<file path="config.mk">
export PLATFORM = sky130hd
export DESIGN_NAME = alc_engine
export DESIGN_NICKNAME = d
export VERILOG_FILES = /design/src/pkg/alc_pkg.sv /design/src/design/alc_engine.sv
export SDC_FILE = /design/constraint.sdc
export NUM_CORES = 1
export LEC_CHECK = 0
export ABC_CLOCK_PERIOD_IN_PS = 22700
export BUFFER_PORTS_ARGS = -buffer_cell sky130_fd_sc_hd__buf_2
export CAP_MARGIN = 20
export CORE_MARGIN = 4
export CORE_UTILIZATION = 45
export DETAILED_ROUTE_END_ITERATION = 6
export PLACE_DENSITY = 0.73
export SLEW_MARGIN = 20
export SYNTH_ARGS = -nofsm -noshare
export SYNTH_HDL_FRONTEND = slang
export SYNTH_SLANG_ARGS = --single-unit
</file>
<file path="constraint.sdc">
create_clock -name clk_sys_i -period 22.7 [get_ports clk_sys_i]
set_input_delay 5.675 -clock clk_sys_i [delete_from_list [all_inputs] [get_ports clk_sys_i]]
set_output_delay 5.675 -clock clk_sys_i [all_outputs]
set_load 0.02 [all_outputs]
</file>
<file path="src/pkg/alc_pkg.sv">
// Constants shared by the automatic level control engine
package alc_pkg;
   // Register offsets
   localparam logic [2:0] ALC_OFS_CTRL    = 3'h0;
   localparam logic [2:0] ALC_OFS_TUNE    = 3'h1;
   localparam logic [2:0] ALC_OFS_WAIT    = 3'h2;
   localparam logic [2:0] ALC_OFS_REC_REF = 3'h3;
   localparam logic [2:0] ALC_OFS_PLY_REF = 3'h4;
   localparam logic [2:0] ALC_OFS_VOLUME  = 3'h5;
   localparam logic [2:0] ALC_OFS_STATUS  = 3'h6;
   // Control register fields
   localparam int ALC_CTRL_PATH    = 0;
   localparam int ALC_CTRL_REC_EN  = 1;
   localparam int ALC_CTRL_PLAY_EN = 2;
   localparam int ALC_CTRL_ZC_DIS  = 3;
   localparam int ALC_CTRL_FAST_LM = 4;
   // Tuning register fields (two bits each)
   localparam int ALC_TUNE_THR  = 0;
   localparam int ALC_TUNE_ATT  = 2;
   localparam int ALC_TUNE_ZTO  = 4;
   localparam int ALC_TUNE_GAIN = 6;
   // Wait register fields
   localparam int ALC_WAIT_SEL  = 0;
   localparam int ALC_WAIT_FAST = 3;
   // Reset values
   localparam logic [7:0] ALC_CTRL_RST    = 8'h00;
   localparam logic [7:0] ALC_TUNE_RST    = 8'h00;
   localparam logic [7:0] ALC_WAIT_RST    = 8'h00;
   localparam logic [7:0] ALC_REC_REF_RST = 8'hE1;
   localparam logic [5:0] ALC_PLY_REF_RST = 6'h28;
   localparam logic [7:0] ALC_VOL_RST     = 8'h91;
   // Playback reference: 1.5 dB code to 0.375 dB code is 1 + 4*ref
   localparam logic [7:0] ALC_PLY_REF_OFS = 8'h01;
   // Sample periods
   localparam logic [10:0] ALC_ZTO_BASE  = 11'h080;
   localparam logic [14:0] ALC_WAIT_BASE = 15'h0080;
   // Magnitudes on a 27-bit signed scale, full scale = 2^23
   localparam int ALC_SMP_W = 27;
   localparam logic [25:0] ALC_LVL_M2P5 = 26'h05FFC3D;
   localparam logic [25:0] ALC_LVL_M4P1 = 26'h04FD634;
   localparam logic [25:0] ALC_LVL_M6P0 = 26'h0402620;
   localparam logic [25:0] ALC_LVL_M8P5 = 26'h0301B16;
   localparam logic [25:0] ALC_LVL_M12  = 26'h0202784;
   localparam logic [25:0] ALC_LVL_FS   = 26'h0800000;
   localparam logic [25:0] ALC_LVL_FS6  = 26'h0FF6630;
   localparam logic [25:0] ALC_LVL_FS12 = 26'h1FD93AE;
   // Impulse noise: limiting lasting at most this many samples
   localparam logic [7:0] ALC_IMPULSE_MAX = 8'h08;
endpackage
</file>
<file path="src/design/alc_engine.sv">
// Automatic level control engine: limiter, recovery, fast recovery
`timescale 1ns/1ps
// Operation
// - Path-select 1 recording, 0 playback
// - Each path has own enable bit
// - Over detection level lowers shared volume
// - Zero-cross enabled: change at crossing/timeout
// - Fast limiter above full scale: instant one step
// - Zero-cross disabled: instant, single step
// - Keep attenuating while above detection level
// - Threshold field picks detection/reset levels
// - Attenuation step table by output level
// - Timeout 128 to 1024 sample periods
// - Recovery after quiet full waiting period
// - Recovery raises volume by gain step
// - One increment per wait or timeout
// - Never recover above reference level
// - Wait timer cleared in reset band
// - Waiting period 128 times two^code
// - Recovery gain 1 to 4 steps
// - Recording reference 8-bit, default E1H
// - Playback reference 6-bit, default 28H
// - Fast recovery 4x, 8x, 16x
// - Live volume readable by software
module alc_engine (
   // Clock and reset
   input  wire logic                                clk_sys_i,
   input  wire logic                                srst_i,
   // Register port
   input  wire logic [2:0]                          reg_addr_i,
   input  wire logic [7:0]                          reg_wdata_i,
   input  wire logic                                reg_wr_i,
   input  wire logic                                reg_rd_i,
   output logic      [7:0]                          reg_rdata_o,
   // Sample stream, one strobe per fs
   input  wire logic                                sample_valid_i,
   input  wire logic signed [alc_pkg::ALC_SMP_W-1:0] left_sample_i,
   input  wire logic signed [alc_pkg::ALC_SMP_W-1:0] right_sample_i,
   // Volume codes
   output logic      [7:0]                          rec_left_volume_o,
   output logic      [7:0]                          rec_right_volume_o,
   output logic      [7:0]                          play_left_volume_o,
   output logic      [7:0]                          play_right_volume_o
);

   typedef struct packed {
      logic [7:0]       ctrl;
      logic [7:0]       tune;
      logic [7:0]       waitc;
      logic [7:0]       rec_ref;
      logic [5:0]       play_ref;
      logic [7:0]       tgt;
      logic [1:0][7:0]  vol_l;
      logic [1:0][7:0]  vol_r;
      logic             sign_l;
      logic             sign_r;
      logic [10:0]      zc_cnt;
      logic [14:0]      wait_cnt;
      logic [7:0]       over_cnt;
      logic             limiting;
      logic             fast;
      logic [7:0]       rdata;
   } alc_state_t;

   alc_state_t s_q;
   alc_state_t s_d;

   function automatic logic [25:0] alc_mag(input logic signed [alc_pkg::ALC_SMP_W-1:0] v);
      logic [26:0] a;
      a = v[alc_pkg::ALC_SMP_W-1] ? 27'(-v) : 27'(v);
      return a[26] ? 26'h3FFFFFF : a[25:0];
   endfunction

   function automatic logic [7:0] alc_sub(input logic [7:0] v, input logic [3:0] st);
      return (v > {4'h0, st}) ? 8'(v - {4'h0, st}) : 8'h00;
   endfunction

   // Combinational helpers
   logic        path;
   logic        eng_en;
   logic [25:0] peak;
   logic [25:0] det_lvl;
   logic [25:0] rst_lvl;
   logic        over;
   logic        below;
   logic        over_fs;
   logic        pending;
   logic [3:0]  att_step;
   logic [3:0]  gain_step;
   logic [10:0] zto;
   logic [14:0] wait_per;
   logic [7:0]  ref_code;
   logic [7:0]  vl;
   logic [7:0]  vr;
   logic [7:0]  tgt_n;
   logic [8:0]  up;
   logic        zl;
   logic        zr;
   logic        to_hit;
   logic        vol_wr;

   always_comb begin
      s_d = s_q;
      s_d.rdata = 8'h00;
      path = s_q.ctrl[alc_pkg::ALC_CTRL_PATH];
      eng_en = path ? s_q.ctrl[alc_pkg::ALC_CTRL_REC_EN] : s_q.ctrl[alc_pkg::ALC_CTRL_PLAY_EN];
      peak = (alc_mag(left_sample_i) > alc_mag(right_sample_i)) ? alc_mag(left_sample_i)
                                                                 : alc_mag(right_sample_i);
      unique case (s_q.tune[alc_pkg::ALC_TUNE_THR +: 2])
         2'h0: begin
            det_lvl = alc_pkg::ALC_LVL_M2P5;
            rst_lvl = alc_pkg::ALC_LVL_M4P1;
         end
         2'h1: begin
            det_lvl = alc_pkg::ALC_LVL_M4P1;
            rst_lvl = alc_pkg::ALC_LVL_M6P0;
         end
         2'h2: begin
            det_lvl = alc_pkg::ALC_LVL_M6P0;
            rst_lvl = alc_pkg::ALC_LVL_M8P5;
         end
         2'h3: begin
            det_lvl = alc_pkg::ALC_LVL_M8P5;
            rst_lvl = alc_pkg::ALC_LVL_M12;
         end
      endcase
      over    = peak >= det_lvl;
      below   = peak < rst_lvl;
      over_fs = peak >= alc_pkg::ALC_LVL_FS;
      unique case (s_q.tune[alc_pkg::ALC_TUNE_ATT +: 2])
         2'h0: att_step = 4'h1;
         2'h1: att_step = 4'h2;
         2'h2: att_step = (peak >= alc_pkg::ALC_LVL_FS12) ? 4'h8 : over_fs ? 4'h4 : 4'h2;
         2'h3: att_step = (peak >= alc_pkg::ALC_LVL_FS12) ? 4'h8 :
                          (peak >= alc_pkg::ALC_LVL_FS6) ? 4'h4 : over_fs ? 4'h2 : 4'h1;
      endcase
      gain_step = {2'h0, s_q.tune[alc_pkg::ALC_TUNE_GAIN +: 2]} + 4'h1;
      zto = alc_pkg::ALC_ZTO_BASE << s_q.tune[alc_pkg::ALC_TUNE_ZTO +: 2];
      wait_per = alc_pkg::ALC_WAIT_BASE << s_q.waitc[alc_pkg::ALC_WAIT_SEL +: 3];
      // Fast recovery shortens the wait; the unavailable code acts as 4x
      if (s_q.fast) begin
         unique case (s_q.waitc[alc_pkg::ALC_WAIT_FAST +: 2])
            2'h1:    wait_per = wait_per >> 3;
            2'h2:    wait_per = wait_per >> 4;
            default: wait_per = wait_per >> 2;
         endcase
      end
      ref_code = path ? s_q.rec_ref
                      : 8'(alc_pkg::ALC_PLY_REF_OFS + {s_q.play_ref, 2'b00});
      vl = s_q.vol_l[path];
      vr = s_q.vol_r[path];
      pending = (vl != s_q.tgt) || (vr != s_q.tgt);
      zl = left_sample_i[alc_pkg::ALC_SMP_W-1] != s_q.sign_l;
      zr = right_sample_i[alc_pkg::ALC_SMP_W-1] != s_q.sign_r;
      to_hit = s_q.zc_cnt >= 11'(zto - 11'h001);
      tgt_n = s_q.tgt;
      up = 9'h000;
      vol_wr = reg_wr_i && (reg_addr_i == alc_pkg::ALC_OFS_VOLUME);

      if (sample_valid_i) begin
         s_d.sign_l = left_sample_i[alc_pkg::ALC_SMP_W-1];
         s_d.sign_r = right_sample_i[alc_pkg::ALC_SMP_W-1];
      end

      if (sample_valid_i && eng_en) begin
         if (over) begin
            s_d.wait_cnt = 15'h0000;
            s_d.limiting = 1'b1;
            s_d.over_cnt = (s_q.over_cnt == 8'hFF) ? 8'hFF : 8'(s_q.over_cnt + 8'h01);
            if (s_q.ctrl[alc_pkg::ALC_CTRL_ZC_DIS] ||
                (s_q.ctrl[alc_pkg::ALC_CTRL_FAST_LM] && over_fs)) begin
               tgt_n = alc_sub(s_q.tgt, 4'h1);
               vl = tgt_n;
               vr = tgt_n;
            end else if (!pending) begin
               tgt_n = alc_sub(s_q.tgt, att_step);
            end
         end else begin
            // Short bursts of limiting are treated as impulse noise
            if (s_q.limiting) begin
               s_d.limiting = 1'b0;
               s_d.over_cnt = 8'h00;
               s_d.fast = s_q.over_cnt <= alc_pkg::ALC_IMPULSE_MAX;
            end
            if (!below) begin
               s_d.wait_cnt = 15'h0000;
            end else if (s_q.wait_cnt >= 15'(wait_per - 15'h0001)) begin
               // Increment waits while a change is still pending
               if (!pending) begin
                  s_d.wait_cnt = 15'h0000;
                  if (s_q.tgt < ref_code) begin
                     up = {1'b0, s_q.tgt} + {5'h00, gain_step};
                     tgt_n = (up > {1'b0, ref_code}) ? ref_code : up[7:0];
                  end
                  if (tgt_n >= ref_code) begin
                     s_d.fast = 1'b0;
                  end
               end
            end else begin
               s_d.wait_cnt = 15'(s_q.wait_cnt + 15'h0001);
            end
         end
         // Each channel moves at its own crossing, both on timeout
         if (vl != tgt_n && (zl || to_hit)) begin
            vl = tgt_n;
         end
         if (vr != tgt_n && (zr || to_hit)) begin
            vr = tgt_n;
         end
         s_d.zc_cnt = (vl != tgt_n || vr != tgt_n) ? 11'(s_q.zc_cnt + 11'h001) : 11'h000;
         s_d.tgt = tgt_n;
         s_d.vol_l[path] = vl;
         s_d.vol_r[path] = vr;
      end

      if (reg_wr_i) begin
         unique case (reg_addr_i)
            alc_pkg::ALC_OFS_CTRL:    s_d.ctrl = reg_wdata_i;
            alc_pkg::ALC_OFS_TUNE:    s_d.tune = reg_wdata_i;
            alc_pkg::ALC_OFS_WAIT:    s_d.waitc = reg_wdata_i;
            alc_pkg::ALC_OFS_REC_REF: s_d.rec_ref = reg_wdata_i;
            alc_pkg::ALC_OFS_PLY_REF: s_d.play_ref = reg_wdata_i[5:0];
            default: ;
         endcase
      end
      // Seeding the volume restarts the active path from a known code
      if (vol_wr) begin
         s_d.tgt = reg_wdata_i;
         s_d.vol_l[path] = reg_wdata_i;
         s_d.vol_r[path] = reg_wdata_i;
         s_d.zc_cnt = 11'h000;
      end
      // Path change: the new path's left volume becomes the target
      if (reg_wr_i && reg_addr_i == alc_pkg::ALC_OFS_CTRL &&
          reg_wdata_i[alc_pkg::ALC_CTRL_PATH] != path) begin
         s_d.tgt = s_q.vol_l[reg_wdata_i[alc_pkg::ALC_CTRL_PATH]];
         s_d.zc_cnt = 11'h000;
      end

      if (reg_rd_i) begin
         unique case (reg_addr_i)
            alc_pkg::ALC_OFS_CTRL:    s_d.rdata = {3'h0, s_q.ctrl[4:0]};
            alc_pkg::ALC_OFS_TUNE:    s_d.rdata = s_q.tune;
            alc_pkg::ALC_OFS_WAIT:    s_d.rdata = {3'h0, s_q.waitc[4:0]};
            alc_pkg::ALC_OFS_REC_REF: s_d.rdata = s_q.rec_ref;
            alc_pkg::ALC_OFS_PLY_REF: s_d.rdata = {2'h0, s_q.play_ref};
            alc_pkg::ALC_OFS_VOLUME:  s_d.rdata = s_q.vol_l[path];
            alc_pkg::ALC_OFS_STATUS:  s_d.rdata = {5'h00, pending, s_q.fast, s_q.limiting};
            default:                  s_d.rdata = 8'h00;
         endcase
      end
   end

   always_ff @(posedge clk_sys_i) begin
      if (srst_i) begin
         s_q.ctrl     <= alc_pkg::ALC_CTRL_RST;
         s_q.tune     <= alc_pkg::ALC_TUNE_RST;
         s_q.waitc    <= alc_pkg::ALC_WAIT_RST;
         s_q.rec_ref  <= alc_pkg::ALC_REC_REF_RST;
         s_q.play_ref <= alc_pkg::ALC_PLY_REF_RST;
         s_q.tgt      <= alc_pkg::ALC_VOL_RST;
         s_q.vol_l    <= {alc_pkg::ALC_VOL_RST, alc_pkg::ALC_VOL_RST};
         s_q.vol_r    <= {alc_pkg::ALC_VOL_RST, alc_pkg::ALC_VOL_RST};
         s_q.sign_l   <= 1'b0;
         s_q.sign_r   <= 1'b0;
         s_q.zc_cnt   <= 11'h000;
         s_q.wait_cnt <= 15'h0000;
         s_q.over_cnt <= 8'h00;
         s_q.limiting <= 1'b0;
         s_q.fast     <= 1'b0;
         s_q.rdata    <= 8'h00;
      end else begin
         s_q <= s_d;
      end
   end

   assign reg_rdata_o         = s_q.rdata;
   assign rec_left_volume_o   = s_q.vol_l[1];
   assign rec_right_volume_o  = s_q.vol_r[1];
   assign play_left_volume_o  = s_q.vol_l[0];
   assign play_right_volume_o = s_q.vol_r[0];
endmodule // alc_engine

</file>
## After elaboration in Yosys (flattened, before gate mapping)

Index checks and enable logic that the tools add are counted.

| storage, ports and cells | value |
|---|---|
| register bits | 118 |
| input bits | 70 |
| output and inout port bits | 40 |
| logic and storage cells | 174 |

| operators by class | value |
|---|---|
| add/subtract/negate cells | 12 |
| magnitude comparators | 17 |
| equal/unequal tests | 25 |
| shifts and indexed selects | 2 |
| mux-type cells | 70 |
| bitwise gates (word level) | 2 |
| reductions and logical operators | 28 |

Operator list:

| operator | count |
|---|---|
| 2-to-1 mux 8 bit | 36 |
| one-hot mux 26 bit (4 select lines) | 2 |
| 2-to-1 mux 40 bit | 2 |
| 2-to-1 mux 26 bit | 3 |
| bitwise mux 16 bit | 4 |
| 2-to-1 mux 15 bit | 4 |
| one-hot mux 8 bit (7 select lines) | 1 |
| 2-to-1 mux 27 bit | 2 |
| negation 27 bit | 2 |
| >= comparator 26 x 24 -> 1 bit (second input constant) | 2 |
| != test 8 bit | 6 |
| >= comparator 26 x 25 -> 1 bit (second input constant) | 1 |
| >= comparator 26 bit | 1 |
| > comparator 26 bit | 1 |
| < comparator 26 bit | 1 |
| one-hot mux 13 bit (2 select lines) | 1 |
| 2-to-1 mux 24 bit | 1 |
| one-hot mux 4 bit (4 select lines) | 1 |
| AND reduction 2 bit | 8 |
| adder 15 x 1 -> 15 bit (second input constant) | 1 |
| >= comparator 15 bit | 1 |
| left shift 8 x 3 -> 15 bit (first input constant) | 1 |
| subtractor 15 x 1 -> 15 bit (second input constant) | 1 |
| adder 11 x 1 -> 11 bit (second input constant) | 1 |
| 41 further kinds | 72 |

## Longest topological paths before layout

Gate-level depths: netlist of run 1.

| logic depth | value |
|---|---|
| depth in word-level cells | 25 |
| gate-level depth with buffers | 44 |
| depth with buffers taken out | 41 |

## Worst setup path before layout of run 1

No wires, ideal clock.

| timing | value |
|---|---|
| kind | input -> register |
| start point | in right_sample_i[10] (netlist name) |
| end point | reg with a tool-made name |
| setup time | 0.087 ns |
| arrival | 14.916 ns |
| required time | 22.613 ns |
| slack | 7.697 ns |
| stages | 37 |
| buffers on the path | 2 |
| cell sequence | nor4_1 > nand2_1 > or4_1 > o21ai_0 > mux2_2 > ha_1 > nand4_1 > nor4_1 > nand3_1 > or3_1 > a2111oi_4 > nor3_1 > a21oi_1 > clkbuf_1 > a21oi_1 > a31oi_1 > o221ai_1 > a311o_1 > a2111oi_0 > o21ai_0 > or3b_2 > ha_1 > a21o_1 > a21oi_1 > a41oi_1 > nor2b_1 > buf_1 > o21ai_0 > a22oi_1 > or3_1 > o221a_2 > a31o_2 > mux2i_1 > or4b_1 > o21ai_1 > mux2_2 > o31ai_1 |

RTL lines:

| what | RTL line | RTL |
|---|---|---|
| start: declaration | alc_engine.sv:38 | `input wire logic signed [alc_pkg::ALC_SMP_W-1:0] right_sample_i,` |

## Final worst setup path of run 1

| timing | value |
|---|---|
| start point | in right_sample_i[0] (netlist name) |
| end point | reg s_q[40] (netlist name) |

| between the ends | value |
|---|---|
| longest elaborated chain between the ends | 23 |
| elaborated cells on any way between the ends | 44 |
| those cells by class | add/sub: 2; order compare: 7; eq/ne: 4; mux: 26; reduce/logical: 5 |

RTL lines:

| what | RTL line | RTL |
|---|---|---|
| negation 27 bit | alc_engine.sv:70 | `a = v[alc_pkg::ALC_SMP_W-1] ? 27'(-v) : 27'(v);` |
| 2-to-1 mux 27 bit * | alc_engine.sv:70 |  |
| 2-to-1 mux 26 bit * | alc_engine.sv:71 | `return a[26] ? 26'h3FFFFFF : a[25:0];` |
| > comparator 26 bit | alc_engine.sv:107 | `peak = (alc_mag(left_sample_i) > alc_mag(right_sample_i)) ? alc_mag(left_sample_i)` |
| 2-to-1 mux 26 bit * | alc_engine.sv:107 |  |
| >= comparator 26 x 24 -> 1 bit | alc_engine.sv:129 | `over_fs = peak >= alc_pkg::ALC_LVL_FS;` |
| 2-to-1 mux 2 bit | alc_engine.sv:135 | `(peak >= alc_pkg::ALC_LVL_FS6) ? 4'h4 : over_fs ? 4'h2 : 4'h1;` |
| 2-to-1 mux 3 bit | alc_engine.sv:135 |  |
| (+7 left out) | - |  |
| 2-to-1 mux 8 bit | alc_engine.sv:165 | `if (sample_valid_i && eng_en) begin` |
| != test 8 bit (on tied branches) | alc_engine.sv:204, alc_engine.sv:207 |  |
| logical AND 1 bit (on tied branches) | alc_engine.sv:204, alc_engine.sv:207 |  |
| 2-to-1 mux 8 bit (on tied branches) | alc_engine.sv:204, alc_engine.sv:207 |  |
| 2-to-1 mux 8 bit | alc_engine.sv:165 |  |
| != test 8 bit | alc_engine.sv:210 | `s_d.zc_cnt = (vl != tgt_n \|\| vr != tgt_n) ? 11'(s_q.zc_cnt + 11'h001) : 11'h000;` |
| logical OR 1 bit * | alc_engine.sv:210 |  |
| 2-to-1 mux 11 bit * | alc_engine.sv:210 |  |
| end: declaration | alc_engine.sv:65 | `alc_state_t s_q;` |

Mark *: on every way between the ends. The rest lies on a longest branch, timed or not. The select of a mux whose other input is x is not followed.
A chain may end at the register's enable or synchronous reset.

==> impl_summary.md, run 1 <==
Status
The flow ran to the end, and the final reports show no timing, DRC or antenna violations.

Detailed routing
In the final routed layout, each cell accounts on average for 19.7 um. For this block, the initial DRC count from the detailed router was 1389. In the routed design, unresolved DRC markers number 0. In the routed layout, each cell is associated on average with a via count of 6.22. Before antenna repair, the detailed router went through 6 iterations. Wires add up to 44500 um. In this run the remaining antenna-violating nets after routing total 0.

Summing over every cut layer, the via total after detailed routing is 14.0k.

Clock network
The post-CTS setup buffer count is 0. After clock tree synthesis, the clock-pin slew on the worst setup and hold paths is 0.07 ns. The tree is rooted in a sky130_fd_sc_hd__clkbuf_16. TritonCTS built the clock tree. After clock tree synthesis, the repair step resized 0 gates. No sink is reached through more buffers than the 2 on the longest clock path. The clock latency on the worst-skew pair is 0.44 ns. The total number of clock tree sinks is 118. The number of clock buffers added by TritonCTS is 17. CTS built an H-tree with a depth of 4. In this run, post-CTS hold repair placed 0 buffers.

Floorplan
The core region is 29000 sq um. The effective utilization at floorplan is 0.462. 110 I/O pins were placed. The die is 181 um wide. The area of the die is 32600 sq um.

The height of the chip is 181 um. After floorplanning, the core was divided into 62 placement rows.

Setup path
The number of buffer and inverter stages on the critical path is 3. The worst setup path is captured at a flop. The end of the worst register-to-register path is s_q[40].

The path type of the worst setup path is in -> reg. In this design, the stage delay of the slowest critical-path cell is 0.82 ns. The worst setup path is launched from an input pin. The startpoint identified for the worst register-to-register timing path is s_q[79]. For the worst setup path, the data arrival time is 16.42 ns.

The library cell contributing the largest single delay on the critical path is sky130_fd_sc_hd__nor4_2. The cell repeated most along the worst path is sky130_fd_sc_hd__ha_1. The setup slack of the most critical reg-to-reg path is 15.81 ns. For the worst setup path, the data required time is 23.00 ns.

The depth of the most critical reg-to-reg path is 22. The cell family contributing the most delay on the critical path is simple AND/OR/NAND/NOR gates. Along the worst path, the maximum fanout reaches 44.

STA
Dividing the final minimum period by the clock period gives 0.710. Clock skew on the completed layout was measured at 0.0211 ns. The post-route setup TNS is 0 ns. The clock period minus final worst setup slack is 16.11 ns. The count of endpoints failing setup in the final report is 0. The maximum frequency from static timing analysis is 62.1 MHz.

The final hold violation count came to 0. The transition at the pin with the smallest max-transition slack is 1.12 ns. Setup repair after global routing left no endpoint under its margin. The relative max-transition margin is 0.246. The max-slew violation count was 0.

Finish
The number of inserted diodes is 0. The share of layout cells above drive strength 1 is 0.113. The area growth from synthesis to final layout is 8.30%. The number of nets in the layout is 2053. The finished layout holds 2256 standard cells, fillers aside.

Power
The static leakage is 5.90 nW. The worst voltage drop across the vdd grid is 35.6 uV. The power per cell area is 53.5 nW/um^2.

Synth
The top flip-flop cell by instance count after synthesis is sky130_fd_sc_hd__dfxtp_1. Synthesis inferred 118 register bits. In this run the cell area of the synthesized design comes to 13400 sq um. The Yosys step of the flow raised 0 warnings. In this run, distinct cell masters in the synthesized netlist total 84. In the synthesized netlist the async set-or-reset flop fraction comes to 0. The average size of a mapped cell is 7.29 sq um. For this run, the register share of the synthesized area comes to 0.176. In this run, synthesis inferred 0 flip-flops with an integrated enable.

The total nets after synthesis is 2031. The number of instances in the synthesized netlist is 1837.

Min path
The class of the tightest hold or removal check is reg -> reg. The startpoint identified for the worst hold timing path is s_q[94]. The worst hold path was traced through 2 stages. The worst hold path endpoint is s_q[94].

GRT
The first global-routing pass estimated 71900 um of wire. The number of global-route vias before repair is 13.6k. Entering global routing, the biggest net connects 60 pins.

The total overflow left after global routing is 0. In the global route stage, overall resource usage came out at 0.264. The number of antenna violations at the first check in global routing is 0.

Placed design
Input and output buffers added on the ports amount to 109. At the end of routability-driven placement, the weighted congestion stood at 0.989. The number of placed cells counting well taps is 2224.

Detailed placement ended at an HPWL of 34100 um.

Flow run
Across the run, the number of max-cap violations was 0.
power breakdown:
part	switching, mW	leakage [nW]	internal (mW)
combinational	0.185	4.66	0.104
sequential	0.00742	0.956	0.211
clock	0.115	0.275	0.154
per-layer routing:
| layer | share of wire | global-route usage | up-vias |
|---|---|---|---|
| met5 | 0 | 0 | - |
| met4 | 0.042 | 0.116 | 0 |
| met3 | 0.069 | 0.0347 | 118 |
| met2 | 0.45 | 0.430 | 663 |
| met1 | 0.44 | 0.350 | 6542 |
| li1 | - | - | 6702 |
logic make-up after synthesis:
family          after synthesis  synth area share
mux                         100            0.0785
flops                       118             0.176
xor+xnor                    107            0.0699
simple gates                714             0.258
compound gates              487             0.235
buf+inv                     185            0.0633
fa+ha+maj                   126             0.118
through the flow:
| step | hold WS, ns | utilization | instance area, sq um | setup WS, ns | total power, mW |
|---|---|---|---|---|---|
| detailed placement | 0.470 | 0.481 | 13900 | 6.26 | 0.503 |
| floorplan | 0.446 | - | 13400 | 7.70 | 0.425 |
| finish | 0.479 | 0.500 | 14500 | 6.59 | 0.777 |
| CTS | 0.478 | 0.500 | 14500 | 6.67 | 0.770 |
| global route | 0.505 | 0.500 | 14500 | 5.54 | 0.815 |
| global placement | 0.458 | 0.481 | 13900 | 6.60 | 0.499 |
tightest hold or removal path, stage by stage (launching register included):
cell and delay, ns:
sky130_fd_sc_hd__dfxtp_1 0.32, sky130_fd_sc_hd__nand2_1 0.06, sky130_fd_sc_hd__a21oi_1 0.05
worst max path at each step:
stage / startpoint / endpoint / slack, ns / depth (start not counted)
floorplan: right_sample_i[10] / flop / 7.70 / 37
global placement: right_sample_i[0] / s_q[40] / 6.60 / 38
detailed placement: right_sample_i[0] / s_q[39] / 6.26 / 38
CTS: right_sample_i[0] / s_q[40] / 6.67 / 38
global route: right_sample_i[0] / s_q[39] / 5.54 / 38
finish: right_sample_i[0] / s_q[40] / 6.59 / 38
synthesized netlist by cell type, drive strengths merged (5+ instances only):
library cell    n  area share
a311oi          6      0.0039
o31ai          21       0.012
a31oi          18      0.0084
dfxtp         118        0.18
nand3b         10      0.0056
mux2i          77       0.058
and3           25       0.012
a211o           7      0.0046
xor2           57       0.037
or2             8      0.0037
nand2         211       0.059
a41oi           6      0.0039
nor2          198       0.056
nand4          28       0.014
nand2b         20      0.0093
o22ai          15      0.0070
buf            59       0.028
a21oi         141       0.053
a21boi          6      0.0034
xnor2          50       0.033
a211oi         29       0.017
ha            122        0.11
nor3           59       0.022
o211ai         15      0.0084
or4            10      0.0059
mux2           21       0.018
nor3b          10      0.0056
a31o            6      0.0039
nand3          38       0.014
a22oi           7      0.0039
o41ai           5      0.0033
a221oi          9      0.0085
a2111oi         6      0.0067
nor4b           6      0.0050
nor2b          29       0.014
o21a            7      0.0039
and2           15      0.0070
a21o           26       0.015
o21ai         124       0.046
inv            60       0.017
or3            16      0.0075
nor4           16      0.0079
clkbuf         64       0.018
cells in the final DEF (no fill, tap or decap), drive strengths merged, types with 28 or more instances in the layout:
cell type / netlist / final
nand3: 38 / 38
nor3: 59 / 59
o21ai: 124 / 124
buf: 59 / 126
xor2: 57 / 57
nand2: 211 / 211
dfxtp: 118 / 118
nor2: 198 / 198
nor2b: 29 / 29
mux2i: 77 / 77
nand4: 28 / 28
xnor2: 50 / 50
a211oi: 29 / 29
ha: 122 / 122
inv: 60 / 67
a21oi: 141 / 141
cell type report:
| cell class | instances | area (sq um) |
|---|---|---|
| well taps | 384 | 480 |
| flip-flops and latches | 118 | 2360 |
| clock buffers | 18 | 429 |
| clock inverters | 14 | 140 |
| repair buffers | 126 | 673 |
| fillers | 2909 | 14500 |
| multi-input cells | 1534 | 10200 |
| inverters | 62 | 233 |
Power figures use the tool's default switching activity.
==> inputs of run 2 (changes only) <==
Settings changed: ABC_CLOCK_PERIOD_IN_PS 22700 to 16100.
Clock period 22.7 ns to 16.1 ns, I/O delays scaled along.
==> run 2 against run 1 <==
Worst hold slack worse by 0.0027 ns; register-to-register slack got worse by 6.6 ns; design area about the same; wire length grew 0.79%; count of clock-buffer cells in the layout did not move; sequential share of layout area hardly changed; total power rose by 41%; sequential cell count did not move; combinational power up 41%; sequential power increased by 41%; die area did not move; setup slack worse by 5.2 ns; highest routed layer unchanged.
==> impl_summary.md, run 2 (synthesis results as in run 1) <==
Finish
The multi-input logic area is 10200 sq um (about the same). In the layout the commonest cells are sky130_fd_sc_hd__nand2_1, sky130_fd_sc_hd__nor2_1, sky130_fd_sc_hd__a21oi_1. The share of layout cells above drive strength 1 is 0.113 (+0.000534). The library cell used most frequently in the layout, excluding fill and tap cells, is sky130_fd_sc_hd__nand2_1. The number of inserted diodes is 0 (unchanged).

The area growth from synthesis to final layout is 8.34% (about the same). The number of nets in the layout is 2053 (unchanged). The sequential cell area is 2360 sq um (unchanged).

The layout filler cell count is 2945 (+1.2%).

STA
The worst-case clock skew was 0.0202 ns (-0.000942 ns). The count of endpoints failing setup in the final report is 0 (unchanged). The relative max-transition margin is 0.289 (+0.0431). The transition at the pin with the smallest max-transition slack is 1.06 ns (-0.0640 ns).

Derived from the worst setup path, the maximum achievable clock frequency is 67.7 MHz. The post-route setup TNS is 0 ns (unchanged). Setup repair after global routing left no endpoint under its margin. The final critical-path share of the clock period is 0.917. The final setup slack of the worst path came to 1.34 ns (-5.25 ns). The clock period minus final worst setup slack is 14.76 ns.

The final hold violation count came to 0 (unchanged). The max-slew violation count is 0 (unchanged).

Setup path
The largest individual stage delay along the critical path comes from the cell sky130_fd_sc_hd__nor4_2. The longest individual stage delay on the worst path came to 0.85 ns (+0.03 ns). The critical path is of the in -> reg type. The top fanout value on the critical path is 22 (-50%). The required time of the critical path came to 16.39 ns (-6.61 ns). The worst setup path is captured at a flop. The worst setup path is launched from an input pin.

The data arrival time of the critical path is 15.05 ns (-1.37 ns). Counting stages on the worst path, the most repeated cell is sky130_fd_sc_hd__ha_1.

Min path
The class of the tightest hold or removal check is reg -> reg.

GRT
The number of antenna violations at the first check in global routing is 0 (unchanged). The wire length of the first global-routing pass is 72100 um (+0.25%). The global routing usage summed across all routing layers came to 0.265 (+0.000740). The number of global-route vias before repair is 13.4k (-1.1%). The sum of overflow across all layers after global routing is 0 (unchanged).

The largest net degree at the start of global routing is 60 (unchanged).

Placed design
The sum of net half-perimeters after detailed placement is 34300 um (+0.52%). The final weighted congestion in routability-driven placement came to 1.03 (+4.0%). The total of buffers placed on input and output ports is 109 (unchanged).

The worst slack at placement was 1.13 ns (-5.12 ns).

Detailed routing
The post-detailed-route via-to-cell ratio is 6.23 (+0.19%). The post-detailed-route DRC marker count is 0 (unchanged). The number of detailed-route iterations in the first pass is 6 (unchanged). The routed length per instance is 19.9 um (+0.79%).

The detailed-route wire length is 44800 um (+0.79%). The remaining number of nets flagged by the antenna check after routing is 0 (unchanged). The violation count after the first detailed-route iteration was 1409 (+1.4%). The via count is 14.1k (+0.19%).

Power
The power per cell area is 75.4 nW/um^2 (+41%). The worst voltage drop across the vdd grid is 50.7 uV (+42%). The static leakage came to 5.88 nW (-0.19%).

Clock network
Clock tree synthesis selected as its root buffer the cell sky130_fd_sc_hd__clkbuf_16. The total clock buffers created by CTS came to 17 (unchanged). TritonCTS built the clock tree. The total number of clock tree sinks is 118 (unchanged).

The clock-pin transition on the worst setup and hold timing paths was 0.06 ns (about the same). The count of hold buffers inserted by post-cts repair is 0 (unchanged). The post-CTS setup buffer count is 0 (unchanged). The largest buffer count on any clock path came to 2 (unchanged). The number of H-tree levels came to 4 (unchanged).

The clock latency on the worst-skew pair was 0.43 ns (about the same). The count of instances resized after the clock tree is built is 0 (unchanged).

Floorplan
The effective utilization at floorplan is 0.462 (unchanged). The height of the chip is 181 um (unchanged). The placeable core region is 29000 sq um (unchanged). The boundary pin count is 110 (unchanged). The horizontal die dimension is 181 um (unchanged). The floorplan row count is 62 (unchanged). The area of the die is 32600 sq um (unchanged).

Status
The flow ran to the end, and the final reports show no timing, DRC or antenna violations.

Flow run
The reported max-cap violation count is 0 (unchanged).
run 2: cell type report:
type                       count  share of cell area
clock buffer                  18              0.0296
inverter                      62              0.0160
tap                          384              0.0331
clock inverter                14             0.00965
sequential                   118               0.163
multi-input combinational   1534               0.702
timing repair buffer         126              0.0464
run 2: power by group:
part	total, mW	leakage [nW]	internal, mW	switching, mW
sequential	0.309	0.956	0.298	0.0106
clock	0.378	0.263	0.216	0.161
combinational	0.408	4.66	0.148	0.261
total	1.09	5.88	0.662	0.433
run 2: critical path, delay by kind of cell:
| family | cells | cell delay (ns) |
|---|---|---|
| AO/OA/AOI/OAI | 16 | 4.52 |
| adder cells (fa/ha/maj) | 3 | 0.88 |
| buffers and inverters | 2 | 0.18 |
| multiplexers | 1 | 0.13 |
| AND/OR/NAND/NOR | 15 | 5.27 |
run 2: worst paths after layout:
path                     startpoint      end  slack [ns]  cells after the start
setup / recovery  right_sample_i[0]  s_q[39]        1.34                     37
hold / removal              s_q[95]  s_q[95]        0.48                      2
setup reg to reg           s_q[103]     flop        9.18                     27
hold reg to reg             s_q[95]  s_q[95]        0.48                      2
run 2: routing by layer:
layer	GRT usage	routed length (um)
met5	0	0
met4	0.105	1890
met3	0.0390	3650
met2	0.430	20200
met1	0.354	19100
run 2: stage by stage:
step / instance area, sq um / std cells / hold slack, ns / total power, mW / util
after global routing: 14500 / 2256 / 0.496 / 1.15 / 0.500
after CTS: 14500 / 2256 / 0.475 / 1.09 / 0.500
final: 14500 / 2256 / 0.476 / 1.09 / 0.500
after global placement: 13900 / 2224 / 0.456 / 0.704 / 0.481
after detailed placement: 13900 / 2224 / 0.468 / 0.709 / 0.481
after floorplan: 13400 / 1837 / 0.446 / 0.599 / -
